### src/common/sfsc_pkg.sv
// constants and state layout for the spi fault and slave-select control
package sfsc_pkg;

   // ----------------------------------------------------------------
   // slave-select mode encodings
   // ----------------------------------------------------------------
   localparam logic [1:0] SFSC_MODE_3WIRE = 2'h0;
   localparam logic [1:0] SFSC_MODE_4W_SLAVE = 2'h1;
   localparam logic [1:0] SFSC_MODE_4W_MST_LOW = 2'h2;
   localparam logic [1:0] SFSC_MODE_4W_MST_HIGH = 2'h3;

   // ----------------------------------------------------------------
   // counts, reset values and synchroniser lanes
   // ----------------------------------------------------------------
   localparam logic [2:0] SFSC_FIRST_BIT = 3'h0;
   localparam logic [2:0] SFSC_LAST_BIT = 3'h7;
   localparam logic [2:0] SFSC_BIT_STEP = 3'h1;
   localparam logic SFSC_FLAG_RESET = 1'b0;
   localparam logic SFSC_TXE_RESET = 1'b1;
   localparam logic SFSC_SS_OUT_RESET = 1'b1;
   localparam logic [7:0] SFSC_BYTE_RESET = 8'h00;
   // select lane parks high, clock lane low: no false edge after reset
   localparam logic [2:0] SFSC_SYNC_RESET = 3'h6;
   localparam logic SFSC_SCK_IDLE = 1'b0;
   localparam int SFSC_LANE_SCK = 0;
   localparam int SFSC_LANE_MOSI = 1;
   localparam int SFSC_LANE_SS = 2;

   // ----------------------------------------------------------------
   // whole state of the core bar the reset synchroniser
   // ----------------------------------------------------------------
   typedef struct packed {
      logic [2:0] sync1;
      logic [2:0] sync2;
      logic sck_prev;
      logic [2:0] bit_cnt;
      logic [7:0] rx_shift;
      logic [7:0] rx_data;
      logic rx_full;
      logic [7:0] tx_hold;
      logic tx_pending;
      logic [7:0] tx_shift;
      logic mode_fault;
      logic overrun;
      logic txe;
      logic irq;
      logic ss_out;
      logic ss_oe;
      logic miso;
      logic miso_oe;
   } sfsc_state_t;

endpackage

### src/rtl/sfsc_core.sv
// fault flags, slave-select pin control and slave byte path
module sfsc_core
   import sfsc_pkg::*;
(
   input wire logic clk,
   input wire logic reset_n,
   input wire logic [1:0] slave_select_mode_field,
   input wire logic master_enable_bit,
   input wire logic interrupt_enable,
   input wire logic flag_write,
   input wire logic flag_write_mode_fault,
   input wire logic flag_write_overrun,
   input wire logic rx_read,
   input wire logic tx_write,
   input wire logic [7:0] tx_data,
   input wire logic sck_in,
   input wire logic mosi_in,
   input wire logic slave_select_pin_in,
   output logic slave_select_pin_out,
   output logic slave_select_pin_oe,
   output logic miso_out,
   output logic miso_oe,
   output logic mode_fault_flag,
   output logic receive_overrun_flag,
   output logic transmit_buffer_empty_status,
   output logic [7:0] rx_data,
   output logic rx_full,
   output logic interrupt_request
);

   // ----------------------------------------------------------------
   // reset release
   // ----------------------------------------------------------------
   logic rst_meta;
   logic rst_n;

   // release is synchronised so no flop leaves reset a cycle early
   always_ff @(posedge clk or negedge reset_n) begin
      if (!reset_n) begin
         rst_meta <= 1'b0;
         rst_n <= 1'b0;
      end else begin
         rst_meta <= 1'b1;
         rst_n <= rst_meta;
      end
   end

   // ----------------------------------------------------------------
   // next-state logic
   // ----------------------------------------------------------------
   sfsc_state_t st;
   sfsc_state_t next_st;
   logic sck_rise;
   logic sck_fall;
   logic ss_low;
   logic selected;
   logic collision;
   logic last_bit;
   logic [7:0] rx_byte;
   logic buf_busy;

   // decode of the synchronised pins; only stage two is looked at
   always_comb begin
      sck_rise = st.sync2[SFSC_LANE_SCK] && !st.sck_prev;
      sck_fall = !st.sync2[SFSC_LANE_SCK] && st.sck_prev;
      ss_low = !st.sync2[SFSC_LANE_SS];
      collision = (slave_select_mode_field == SFSC_MODE_4W_SLAVE)
         && master_enable_bit && ss_low;
      // three-wire slave is always selected; four-wire needs select low
      selected = !master_enable_bit
         && ((slave_select_mode_field == SFSC_MODE_3WIRE)
         || ((slave_select_mode_field == SFSC_MODE_4W_SLAVE) && ss_low));
      last_bit = selected && sck_rise && (st.bit_cnt == SFSC_LAST_BIT);
      rx_byte = {st.rx_shift[6:0], st.sync2[SFSC_LANE_MOSI]};
      // a read in the same cycle frees the buffer first
      buf_busy = st.rx_full && !rx_read;
   end

   // one process computes the whole next state
   always_comb begin
      next_st = st;
      next_st.sync1 = {slave_select_pin_in, mosi_in, sck_in};
      next_st.sync2 = st.sync1;
      next_st.sck_prev = st.sync2[SFSC_LANE_SCK];

      // firmware writes of zero clear, ones keep; set beats clear
      if (flag_write && !flag_write_mode_fault) begin
         next_st.mode_fault = 1'b0;
      end
      if (flag_write && !flag_write_overrun) begin
         next_st.overrun = 1'b0;
      end
      if (collision) begin
         next_st.mode_fault = 1'b1;
      end

      // receive path: bits taken on the rising clock, mode 0
      if (rx_read) begin
         next_st.rx_full = 1'b0;
      end
      if (!selected) begin
         next_st.bit_cnt = SFSC_FIRST_BIT;
      end else if (sck_rise) begin
         next_st.rx_shift = rx_byte;
         next_st.bit_cnt = st.bit_cnt + SFSC_BIT_STEP;
      end
      if (last_bit) begin
         if (buf_busy) begin
            // unread byte wins; the new one is dropped
            next_st.overrun = 1'b1;
         end else begin
            next_st.rx_data = rx_byte;
            next_st.rx_full = 1'b1;
         end
      end

      // transmit path: hold register feeds the shifter between bytes
      if (tx_write && st.txe) begin
         next_st.tx_hold = tx_data;
         next_st.tx_pending = 1'b1;
         next_st.txe = 1'b0;
      end else if (st.tx_pending && (st.bit_cnt == SFSC_FIRST_BIT)
            && !st.sync2[SFSC_LANE_SCK] && !sck_fall) begin
         next_st.tx_shift = st.tx_hold;
         next_st.tx_pending = 1'b0;
         next_st.txe = 1'b1;
      end else if (selected && sck_fall
            && (st.bit_cnt != SFSC_FIRST_BIT)) begin
         // trailing fall of a byte is skipped so a fresh load survives
         next_st.tx_shift = {st.tx_shift[6:0], 1'b0};
      end
      next_st.miso = next_st.tx_shift[7];
      next_st.miso_oe = selected;

      // select pin role follows the mode field
      case (slave_select_mode_field)
         SFSC_MODE_4W_MST_LOW: begin
            next_st.ss_oe = 1'b1;
            next_st.ss_out = 1'b0;
         end
         SFSC_MODE_4W_MST_HIGH: begin
            next_st.ss_oe = 1'b1;
            next_st.ss_out = 1'b1;
         end
         SFSC_MODE_4W_SLAVE: begin
            next_st.ss_oe = 1'b0;
            next_st.ss_out = SFSC_SS_OUT_RESET;
         end
         default: begin
            next_st.ss_oe = 1'b0;
            next_st.ss_out = SFSC_SS_OUT_RESET;
         end
      endcase

      // request is registered from the next flag values
      next_st.irq = interrupt_enable
         && (next_st.mode_fault || next_st.overrun);
   end

   // ----------------------------------------------------------------
   // state register
   // ----------------------------------------------------------------
   always_ff @(posedge clk or negedge rst_n) begin
      if (!rst_n) begin
         st.sync1 <= SFSC_SYNC_RESET;
         st.sync2 <= SFSC_SYNC_RESET;
         st.sck_prev <= SFSC_SCK_IDLE; // same as the idle clock level
         st.bit_cnt <= SFSC_FIRST_BIT;
         st.rx_shift <= SFSC_BYTE_RESET;
         st.rx_data <= SFSC_BYTE_RESET;
         st.rx_full <= SFSC_FLAG_RESET;
         st.tx_hold <= SFSC_BYTE_RESET;
         st.tx_pending <= SFSC_FLAG_RESET;
         st.tx_shift <= SFSC_BYTE_RESET;
         st.mode_fault <= SFSC_FLAG_RESET;
         st.overrun <= SFSC_FLAG_RESET;
         st.txe <= SFSC_TXE_RESET;
         st.irq <= SFSC_FLAG_RESET;
         st.ss_out <= SFSC_SS_OUT_RESET;
         st.ss_oe <= 1'b0;
         st.miso <= 1'b0;
         st.miso_oe <= 1'b0;
      end else begin
         st <= next_st;
      end
   end

   // outputs taken straight from the state flops
   assign slave_select_pin_out = st.ss_out;
   assign slave_select_pin_oe = st.ss_oe;
   assign miso_out = st.miso;
   assign miso_oe = st.miso_oe;
   assign mode_fault_flag = st.mode_fault;
   assign receive_overrun_flag = st.overrun;
   assign transmit_buffer_empty_status = st.txe;
   assign rx_data = st.rx_data;
   assign rx_full = st.rx_full;
   assign interrupt_request = st.irq;

   // ----------------------------------------------------------------
   // checks
   // ----------------------------------------------------------------
   property p_mf_set;
      @(posedge clk) disable iff (!rst_n)
      collision |=> st.mode_fault && (st.irq == $past(interrupt_enable));
   endproperty
   a_mf_set: assert property (p_mf_set)
      else $error("mode fault not raised on collision");

   property p_mf_hold;
      @(posedge clk) disable iff (!rst_n)
      st.mode_fault && !(flag_write && !flag_write_mode_fault)
         |=> st.mode_fault;
   endproperty
   a_mf_hold: assert property (p_mf_hold)
      else $error("mode fault cleared without firmware");

   property p_ovr_set;
      @(posedge clk) disable iff (!rst_n)
      last_bit && buf_busy |=> st.overrun && $stable(st.rx_data);
   endproperty
   a_ovr_set: assert property (p_ovr_set)
      else $error("overrun missed or buffer overwritten");

   property p_ovr_slave;
      @(posedge clk) disable iff (!rst_n)
      $rose(st.overrun) |-> !$past(master_enable_bit);
   endproperty
   a_ovr_slave: assert property (p_ovr_slave)
      else $error("overrun raised in master operation");

   property p_ovr_irq;
      @(posedge clk) disable iff (!rst_n)
      st.overrun && interrupt_enable && !flag_write |=> st.irq;
   endproperty
   a_ovr_irq: assert property (p_ovr_irq)
      else $error("overrun did not request interrupt");

   property p_ss_3wire;
      @(posedge clk) disable iff (!rst_n)
      slave_select_mode_field == SFSC_MODE_3WIRE |=> !st.ss_oe;
   endproperty
   a_ss_3wire: assert property (p_ss_3wire)
      else $error("select pin driven in three-wire mode");

   property p_ss_input;
      @(posedge clk) disable iff (!rst_n)
      slave_select_mode_field == SFSC_MODE_4W_SLAVE |=> !st.ss_oe;
   endproperty
   a_ss_input: assert property (p_ss_input)
      else $error("select pin driven in input mode");

   property p_ss_low;
      @(posedge clk) disable iff (!rst_n)
      slave_select_mode_field == SFSC_MODE_4W_MST_LOW
         |=> st.ss_oe && !st.ss_out;
   endproperty
   a_ss_low: assert property (p_ss_low)
      else $error("select pin not driven low");

   property p_ss_high;
      @(posedge clk) disable iff (!rst_n)
      slave_select_mode_field == SFSC_MODE_4W_MST_HIGH
         |=> st.ss_oe && st.ss_out;
   endproperty
   a_ss_high: assert property (p_ss_high)
      else $error("select pin not driven high");

   property p_txe_write;
      @(posedge clk) disable iff (!rst_n)
      tx_write && st.txe |=> !st.txe && (st.tx_hold == $past(tx_data));
   endproperty
   a_txe_write: assert property (p_txe_write)
      else $error("transmit empty not cleared by write");

   property p_flag_clear;
      @(posedge clk) disable iff (!rst_n)
      flag_write && !flag_write_overrun && !last_bit |=> !st.overrun;
   endproperty
   a_flag_clear: assert property (p_flag_clear)
      else $error("overrun not cleared by zero write");

   c_collision: cover property (@(posedge clk) disable iff (!rst_n)
      collision);
   c_byte_in: cover property (@(posedge clk) disable iff (!rst_n)
      last_bit && !buf_busy);
   c_overrun: cover property (@(posedge clk) disable iff (!rst_n)
      last_bit && buf_busy);
   c_tx_load: cover property (@(posedge clk) disable iff (!rst_n)
      $rose(st.txe));

endmodule

### config.mk
export PLATFORM = sky130hd
export DESIGN_NAME = sfsc_core
export DESIGN_NICKNAME = d
export VERILOG_FILES = /design/src/common/sfsc_pkg.sv /design/src/rtl/sfsc_core.sv
export SDC_FILE = /design/constraint.sdc
export NUM_CORES = 1
export LEC_CHECK = 0
export CAP_MARGIN = 10
export CORE_UTILIZATION = 31
export DETAILED_ROUTE_END_ITERATION = 12
export DONT_BUFFER_PORTS = 1
export RECOVER_POWER = 100
export SLEW_MARGIN = 10
export SYNTH_ARGS = -nofsm -noshare
export SYNTH_HDL_FRONTEND = slang
export SYNTH_SLANG_ARGS = --single-unit
### constraint.sdc
create_clock -name clk -period 4.5 [get_ports clk]
set_input_delay 0.9 -clock clk [delete_from_list [all_inputs] [get_ports clk]]
set_output_delay 0.9 -clock clk [all_outputs]
set_load 0.01 [all_outputs]
After elaboration in Yosys (flattened, before gate mapping)
Index checks and enable logic that the tools add are counted.

Register bits: 53. Bits in latches: 0. Bits in writable memories: 0. ROM bits: 0. Output and inout port bits: 17. Memories kept: 0.

$add $sub $neg: 1. Multipliers: 0. Div/mod/pow operators: 0. Magnitude comparators: 0. Equality and inequality tests: 5. Shift-type cells: 0. Muxes and demuxes: 18. Bitwise logic cells: 2. Reductions and logical operators: 36.

Operators by type and width (number): 2-to-1 mux 8 bit (3); logical AND 1 bit (18); 2-to-1 mux 1 bit (12); 2-to-1 mux 11 bit (1); logical NOT 1 bit (8); AND reduction 2 bit (3); == test 2 bit (second input constant) (2); one-hot mux 2 bit (2 select lines) (1); nonzero test 2 bit (2); adder 3 x 1 -> 3 bit (second input constant) (1); == test 3 bit (second input constant) (1); logical NOT 3 bit (1); 2-to-1 mux 3 bit (1); nonzero test 3 bit (1); == test 2 x 1 -> 1 bit (second input constant) (1); logical NOT 2 bit (1); logical OR 1 bit (2); inequality test 2 bit (second input constant) (1); inverter 1 bit (2).

Depth between registers and ports, before layout
Gate-level depths: netlist (run 1).

Word-level depth: 9. Depth in mapped cells: 6. Depth with buffers taken out: 5.

Worst setup path after synthesis (run 1)
OpenSTA, ideal clock, no wires.

Path type: input -> register. From: in master_enable_bit. To: reg, netlist name rx_data[0]. Library setup time: 0.125 ns. Arrival: 2.044 ns. Path slack: 2.331 ns. Stages on the path: 3. Path buffers: 0. Cell sequence: a211o_1 > nor4b_4 > mux2_2.

Longest elaborated chain between the ends: 5.

RTL lines: from (decl) (RTL line sfsc_core.sv:8) `input wire logic master_enable_bit,`; logical NOT 1 bit (RTL line sfsc_core.sv:70) `selected = !master_enable_bit`; logical AND 1 bit (RTL line sfsc_core.sv:71) `&& ((slave_select_mode_field == SFSC_MODE_3WIRE)`; logical AND 1 bit (2 in series) (RTL line sfsc_core.sv:73) `last_bit = selected && sck_rise && (st.bit_cnt == SFSC_LAST_BIT);`; AND reduction 2 bit (no line).

No other way between the ends. A chain may end at the register's enable or synchronous reset.

Worst setup path in the final report (run 1)
From: in master_enable_bit. To: reg, netlist name rx_data[6].

Longest elaborated chain between the ends: 5.

RTL lines (RTL line): logical NOT 1 bit (sfsc_core.sv:70); logical AND 1 bit (sfsc_core.sv:71); logical AND 1 bit (2 in series) (sfsc_core.sv:73); AND reduction 2 bit (no line).

No other way between the ends.

==> results summary, run 1 <==
Measured against its own limit, the worst slew margin works out to -29.0%. Measured on the finished design, the core utilization comes to roughly 34%. Across all setup checks in the final design, the least slack found is 1660 ps. The setup-violating endpoint count in the final report came out at 0. The count of distinct cell types in the synthesized netlist is 33. The area enclosed by the die boundary is about 7500 µm². In the final timing run, aggregate negative setup slack is 0 ps. The die is 86.4 µm tall. Gates resized during post-CTS repair numbered 0.

The worst stage delay on the critical path came out at roughly 1300 ps. The fraction of synthesis flops using an asynchronous set or reset pin came out at 100%. The final count of pins violating max slew came out at 60.

The final reports fail on capacitance limit, slew limit. The transition time of the tightest slew-check pin came out at 1940 ps. The global-route congestion overflow total came out at 0. The total global routing track utilization came out at between 10% and 20%. Sorting the synthesized cells by area gives the leading types as sky130_fd_sc_hd__dfrtp_1 (52%), sky130_fd_sc_hd__mux2_2 (12%), sky130_fd_sc_hd__dfstp_2 (7.1%). The number of post-CTS setup repair buffers came out at 0. The number of global-route vias before repair came to between 1000 and 1500. After detailed routing, the number of remaining DRC violations is 0. The clock transition time at the flip-flop clock pins of the worst setup and hold paths is about 90 ps.

The count of port buffers added during placement came out at 0. The initial core utilization came out at 32.3%. CTS placed an instance of sky130_fd_sc_hd__clkbuf_8 at the clock tree root.

The maximum fanout along the worst path is 12. The worst hold path belongs to the class in2async. The analysis attributes to cell leakage a power of 1.03 nW. The fraction of post-synthesis cell area in the top cell type by area came out at 52.2%.

The weighted congestion reported at the end of routability-driven placement is 0.837. The total nets after synthesis came out at between 150 and 200. The flip-flop cell with the highest count after synthesis is sky130_fd_sc_hd__dfrtp_1. The count of antenna diodes in the layout came out at 0.

The area added between synthesis and finish is 3.97%. The later-pin clock latency in the skew report came out at ~300 ps. The post-detailed-route via-to-cell ratio came out at around 4.8. The residual antenna-violating net count after detailed routing is 0. The final HPWL from detailed placement came out at about 2600 µm. In this run the worst setup path begins at master_enable_bit. TritonCTS built the clock tree. The maximum root-to-sink buffer count came out at 2.

The global-route wire length before repair came out at around 6200 µm. The synthesized design contains between 50 and 60 register bits. The number of buffers inserted during clock tree synthesis is 5.

In this run the mean area of a mapped cell was approximately 13 µm². In this run the critical register-to-register path is launched from st[48]. The achievable clock frequency came out at 0.352 GHz. The standard-cell row count is 30. The largest net degree at the start of global routing is between 50 and 60. Setup repair after global routing left no endpoint under its margin. The post-route netlist has about a fifth of its cells at a drive strength greater than 1. The width of the die came out at roughly 86 µm. The cell area after technology mapping came out at about 2200 µm². The total via count in the routed design is approximately 1200. The cell type contributing the most total cell area after synthesis is sky130_fd_sc_hd__dfrtp_1.

The number of synthesized flops with an enable pin is 0. By count the netlist is led by sky130_fd_sc_hd__dfrtp_1 (46), sky130_fd_sc_hd__mux2_2 (23), sky130_fd_sc_hd__inv_1 (15). The clock drives 52 sinks.

The data arrival time of the critical path is between 3000 and 4000 ps. The flow ran to the end, but the final reports show violations. Across the run, the number of max-cap violations was 2.

The cell with the most instances after synthesis is sky130_fd_sc_hd__dfrtp_1. The number of nets in the layout came out at approximately 190. The count of H-tree levels built during CTS came out at 2. The time the worst path needs with I/O delays and setup came out at 2840 ps.

Across the VDD grid, the largest voltage drop is approximately 0.13 mV. STA classifies the critical path startpoint as an input pin. The average routed wire per standard cell came out at 14.3 µm. The number of hold-slack violations in the final timing report is 0. The number of antenna violations at the first check in global routing came out at 0. The count of yosys warnings during synthesis is 0.

The first TritonRoute pass finished after 4 iterations. The share of the clock period used by the worst path came out at approximately 63%. The count of hold buffers inserted by post-cts repair came out at 0. For this design the ratio of total power to cell area is around 470 nW/µm². By startpoint and endpoint, the worst setup path is classified as in2reg. After filler insertion, the fill cell instance count of the layout stands at roughly 710. The number of instances in the synthesized netlist came out at 172. The total wirelength of the detailed-routed design came out at roughly 3700 µm. The boundary pin count is 39. For this block, the initial DRC count from the detailed router was 234.

Across the routed clock network, the largest skew measured is 5.24 ps. The area occupied by multi-input gates is slightly above 700 µm². The core area came out at roughly 6800 µm².

The setup slack after placement is between 2000 and 2500 ps. The sequential area share after synthesis came out at 59.3%. The signal on the critical path passes through a211o_1 -> nor4b_1 -> mux2_2. The sequential cells in the finished layout cover a total of approximately 1300 µm². For this design, the slowest cell found on the critical path is sky130_fd_sc_hd__nor4b_1. The data required time of the critical path came out at about 4700 ps. The type of element capturing the critical path is a flip-flop.
## state kept, by name (all words and copies together) (netlist names), 4 cells and up
register / flops
st: 21
rx_byte: 8
rx_data: 8
next_st: 4
## kinds of logic (layout without fill, tap and decap cells)
group | count (synthesis) | in the layout | synth area share, %
AOI/OAI and AO/OA | 29 | 29 | 9.75
xor gates and xnor gates | 1 | 1 | 0.397
adders and majority gates | 3 | 3 | 1.70
buffers and inverters | 33 | 24 | 7.37
DFF | 52 | 52 | 59.3
muxes | 26 | 26 | 13.1
other | 1 | 1 | 0.170
and+or+nand+nor | 27 | 27 | 8.22
## critical path, delay by kind of cell
family,cells,cell delay (ps)
AND/OR/NAND/NOR,1,1290
AO/OA/AOI/OAI,1,410
multiplexers,1,430
## layout by cell type (no fill, tap or decap)
cell type / Yosys / final
sky130_fd_sc_hd__clkinv_4: 0 / 1
sky130_fd_sc_hd__a221oi_1: 7 / 7
sky130_fd_sc_hd__and2b_1: 1 / 1
sky130_fd_sc_hd__clkbuf_1: 7 / 3
sky130_fd_sc_hd__mux2_2: 23 / 23
sky130_fd_sc_hd__nor4bb_1: 1 / 1
sky130_fd_sc_hd__conb_1: 1 / 1
sky130_fd_sc_hd__a211o_1: 8 / 8
sky130_fd_sc_hd__inv_1: 15 / 15
sky130_fd_sc_hd__a22o_1: 1 / 1
sky130_fd_sc_hd__nand4b_1: 1 / 1
sky130_fd_sc_hd__a21oi_1: 8 / 8
sky130_fd_sc_hd__dfrtp_1: 46 / 46
sky130_fd_sc_hd__ha_1: 3 / 3
sky130_fd_sc_hd__o21ai_0: 1 / 1
sky130_fd_sc_hd__dfstp_2: 6 / 4
sky130_fd_sc_hd__o21bai_1: 1 / 1
sky130_fd_sc_hd__nand2b_1: 3 / 3
sky130_fd_sc_hd__mux2i_1: 3 / 3
sky130_fd_sc_hd__nand2_1: 4 / 4
sky130_fd_sc_hd__a31oi_1: 1 / 1
sky130_fd_sc_hd__nor2b_1: 2 / 2
sky130_fd_sc_hd__nor4_1: 7 / 7
sky130_fd_sc_hd__clkbuf_8: 0 / 5
sky130_fd_sc_hd__a21boi_0: 1 / 1
sky130_fd_sc_hd__dfstp_1: 0 / 2
sky130_fd_sc_hd__nand4bb_1: 1 / 1
sky130_fd_sc_hd__and2_1: 1 / 1
sky130_fd_sc_hd__nand4_1: 1 / 1
sky130_fd_sc_hd__and3_1: 1 / 1
sky130_fd_sc_hd__a31o_2: 1 / 1
sky130_fd_sc_hd__nor4b_1: 0 / 1
sky130_fd_sc_hd__xnor2_1: 1 / 1
sky130_fd_sc_hd__nor2_1: 3 / 3
## final timing paths
check / end / cells after the start / slack [ps]
max: rx_data[6] / 3 / 1660
min: rst_meta / 0 / 280
max reg2reg: rx_data[6] / 3 / 1860
min reg2reg: next_st[45] / 0 / 360
max in group asynchronous: interrupt_request / 0 / 2570
min in group clk: next_st[45] / 0 / 360
## power breakdown
group	internal (mW)	switching [mW]	leakage (nW)	total [mW]
sequential	0.568	0.0750	0.642	0.643
clock	0.111	0.150	0.0424	0.262
combinational	0.100	0.0686	0.342	0.169
total	0.780	0.294	1.03	1.07
## layout make-up
class / instances / share of cell area [%]
Inverter: 15 / 2.45
Timing Repair Buffer: 1 / 0.164
Tap cell: 96 / 5.23
Sequential cell: 52 / 57.0
Clock inverter: 1 / 0.382
Clock buffer: 7 / 3.33
Multi-Input combinational cell: 87 / 31.4
## layer usage
layer	vias up	wire length, µm	part of all wire [%]	GRT usage, %
met5	-	0	0	0
met4	0	80	2.2	5.30
met3	6	347	9.4	4.38
met2	40	1690	46	14.9
met1	614	1580	43	14.6
li1	575	-	-	-
## stage by stage
stage	hold WS (ps)	area (µm²)	power, mW	instances
floorplan	331	2210	0.785	172
global placement	334	2230	0.827	251
detailed placement	336	2230	0.828	251
CTS	265	2310	1.09	259
global route	257	2290	1.14	259
finish	278	2290	1.07	259
Power figures use the tool's default switching activity.
==> run 2: changes to the inputs <==
--- a/config.mk
+++ b/config.mk
@@ -5,6 +5,7 @@
 export SDC_FILE = /design/constraint.sdc
 export NUM_CORES = 1
 export LEC_CHECK = 0
+export ABC_AREA = 1
 export CAP_MARGIN = 10
 export CORE_UTILIZATION = 31
 export DETAILED_ROUTE_END_ITERATION = 12
==> constraint.sdc (replaced) <==
create_clock -name clk -period 2.3 [get_ports clk]
set_input_delay 0.46 -clock clk [delete_from_list [all_inputs] [get_ports clk]]
set_output_delay 0.46 -clock clk [all_outputs]
set_load 0.01 [all_outputs]
==> results summary, run 2 <==
The flow ran to the end, and the final reports show no timing, DRC or antenna violations. The number of antenna violations at the first check in global routing came to 0. The commonest cells after synthesis are sky130_fd_sc_hd__nand2_1 (86), sky130_fd_sc_hd__dfrtp_1 (46), sky130_fd_sc_hd__o21ai_0 (18). The wire length on met2 came out at 1550 µm. The setup-violating endpoint count in the final report is 0.

The weighted congestion reported at the end of routability-driven placement is 0.832. TritonCTS built the clock tree. The placed cell area came out at approximately 2300 µm². The detailed router placed 1377 vias in this run. The share of the clock period used by the worst path came out at approximately three quarters. The maximum vdd ir drop is between 0.4 and 0.5 mV. The width of the die is ~86 µm. In this run the clock root is driven by a sky130_fd_sc_hd__clkbuf_8. In the synthesized netlist the dominant register cell turns out to be sky130_fd_sc_hd__dfrtp_1. The number of remaining DRC errors came out at 0. The overall power after layout is roughly 2.2 mW.

The number of flip-flops and latches in the synthesized netlist is 52. The total negative setup slack came out at 0 ps. The post-route netlist has about a tenth of its cells at a drive strength greater than 1. The finished layout cell area is between 2000 and 2500 µm². The mean cell area of the mapped netlist came out at around 9.5 µm². The filler cells instantiated in the layout total roughly 720.

The total nets after synthesis is 257. The number of instances in the synthesized netlist is approximately 230. The largest total area in the synthesized netlist belongs to sky130_fd_sc_hd__dfrtp_1. The worst slew margin relative to its limit is 32.2%. Gates resized during post-CTS repair numbered 0. The clock reaches the later pin of the worst-skew pair after around 300 ps.

The count of antenna diodes in the layout came out at 0. The count of port buffers added during placement came out at 0. Summed over all layers, the routed wires come to 3640 µm. The first detailed-routing pass ran for 4 iterations.

Sequential elements use between 50 and 60% of the synthesized area. Max-cap violations in this run came to 0. The count of H-tree levels built during CTS came out at 2. Measured in cells, the most critical reg-to-reg path has a length of 9. The fraction of synthesis flops using an asynchronous set or reset pin came out at 100%. The total global routing track utilization is ~12%. Setup repair after global routing left no endpoint under its margin. The core area came out at 6830 µm². The synthesized design devotes to its leading area cell type 52.5% of total area. The commonest non-fill, non-tap cell in the layout is sky130_fd_sc_hd__nand2_1. Derived from the worst setup path, the maximum achievable clock frequency is ~0.6 GHz.

The die covers 7420 µm². The largest clock skew in the final design is 7.07 ps. The data required time of the critical path came out at approximately 2500 ps. For this design the ratio of total power to cell area is 952 nW/µm².

The uppermost layer routed is met4. The detailed router put a total of 1870 µm of wire on met1. The first global-routing pass estimated ~6600 µm of wire.

In the final design database the tool counted around 260 nets. More flip-flops sit in one register than any other, and that register is st. Among all cell types in the netlist, the one instantiated most often is sky130_fd_sc_hd__nand2_1. The time the worst path needs with I/O delays and setup is roughly 1700 ps.

The core occupancy in the finished layout is ~35%. The static power due to leakage is approximately 1.2 nW. The residual antenna-violating net count after detailed routing is 0. In the detailed route, the total length drawn on met3 is roughly 160 µm. The worst hold path belongs to the class reg2async. The worst setup path is launched from a flip-flop. Dividing the detail-routed via count by the number of cells gives approximately 4.2. In this run the worst path has a maximum fanout of 9. The vertical die dimension is around 86 µm. For this run, the number of Yosys warnings is 0.

The synthesized design contains 0 enable-type register cells. Setup slack closes at approximately 620 ps. The number of buffers inserted during clock tree synthesis came out at 5. The final HPWL from detailed placement came out at between 2000 and 3000 µm. The largest net degree at the start of global routing came out at between 40 and 50.

The standard-cell row count is 30. The flip-flop count of the largest register, all copies and words added is 21. The final count of pins violating max slew is 0. The critical path in this run is classified as reg2reg.

In the post-synthesis netlist, the biggest area contributors are sky130_fd_sc_hd__dfrtp_1 (52%), sky130_fd_sc_hd__nand2_1 (15%), sky130_fd_sc_hd__dfstp_2 (7.2%). The global-route congestion overflow total is 0. The maximum root-to-sink buffer count came out at 2. The average routed wire per standard cell came out at between 10 and 15 µm. For this configuration, the core starts out at a cell density of between 30% and 40%. The data arrival time of the critical path came out at 1880 ps.

The type of element capturing the critical path is a flip-flop. The boundary pin count came out at 39. At the pin with the least slew margin, the transition time is a little over 1000 ps. Counting every sink on the clock net gives 52. The number of global-route vias before repair was 1390.

After clock tree synthesis, the clock-pin slew on the worst setup and hold paths is ~100 ps. The cell area after technology mapping came out at roughly 2200 µm². The area added between synthesis and finish came out at 7.53%. Synthesis instantiated 21 different standard cells from the library. The initial detailed-routing violation count came out at 73. The setup slack after placement is 780 ps.

In the layout the commonest cells are sky130_fd_sc_hd__nand2_1 (89), sky130_fd_sc_hd__dfrtp_1 (46), sky130_fd_sc_hd__o21ai_0 (18). The number of hold-slack violations in the final timing report came to 0.
[run 2: cell count changes in the layout (fill, tap and decap cells not counted), sizes merged, moves of 7 or more]
cell,before,now
nand2,4,91
mux2,23,0
o21ai,1,19
nand3,0,17
nor2,3,14
a211o,8,0
a221oi,7,0
nor4,7,0
[run 2: path summary, 6_finish.rpt]
| check | startpoint | end | slack (ps) |
|---|---|---|---|
| min in group clk | slave_select_pin_in | next_st[48] | 150 |
| min reg2reg | rst_n | slave_select_pin_oe | 140 |
| min | rst_n | slave_select_pin_oe | 140 |
| max reg2reg | st[42] | st[11] | 620 |
| max in group asynchronous | rst_n | rx_data[3] | 880 |
| max | st[42] | st[11] | 620 |
[run 2: critical path, stage by stage, from the launching register on]
cell	delay (ps)
sky130_fd_sc_hd__dfrtp_1	390
sky130_fd_sc_hd__inv_1	90
sky130_fd_sc_hd__ha_1	140
sky130_fd_sc_hd__nand2_1	90
sky130_fd_sc_hd__nor2_4	170
sky130_fd_sc_hd__nand2_1	240
sky130_fd_sc_hd__o21ai_4	190
sky130_fd_sc_hd__nand2_4	120
sky130_fd_sc_hd__nand2_1	90
sky130_fd_sc_hd__nand2_1	60
[run 2: through the flow]
stage               std cells  hold WS (ps)
global placement          319           123
finish                    328           135
global route              328           119
CTS                       328           132
detailed placement        319           123
floorplan                 232           164
[run 2: repair_timing]
action                                 4_1_cts  5_1_grt
hold buffers                                 1        0
endpoints found under the hold margin        2        0
buffers inserted                             0        0
[run 2: where the power goes]
part | leakage [nW] | total (mW) | internal [mW] | switching (mW)
clock | 0.0614 | 0.655 | 0.356 | 0.299
combinational | 0.515 | 0.358 | 0.130 | 0.228
sequential | 0.652 | 1.23 | 1.11 | 0.127
[run 2: final cells by class]
type / count / area [µm²] / share of cell area (%)
timing repair buffer: 3 / 22.5 / 0.955
clock buffer: 6 / 82.6 / 3.50
inverter: 19 / 71.3 / 3.02
clock inverter: 2 / 38.8 / 1.64
sequential: 52 / 1310 / 55.5
multi-input combinational: 150 / 714 / 30.3
tap: 96 / 120 / 5.09
[run 2: logic make-up after synthesis]
family,Yosys count,synth area share [%]
fa+ha+maj,3,1.71
simple gates,122,25.7
compound gates,24,5.99
other cells,1,0.171
buf+inv,30,6.73
flops,52,59.7
[run 2: layer usage]
metal / up-vias / GRT usage (%)
met5: - / 0
li1: 713 / -
met3: 4 / 3.08
met4: 0 / 5.00
met2: 29 / 16.6
met1: 631 / 16.5
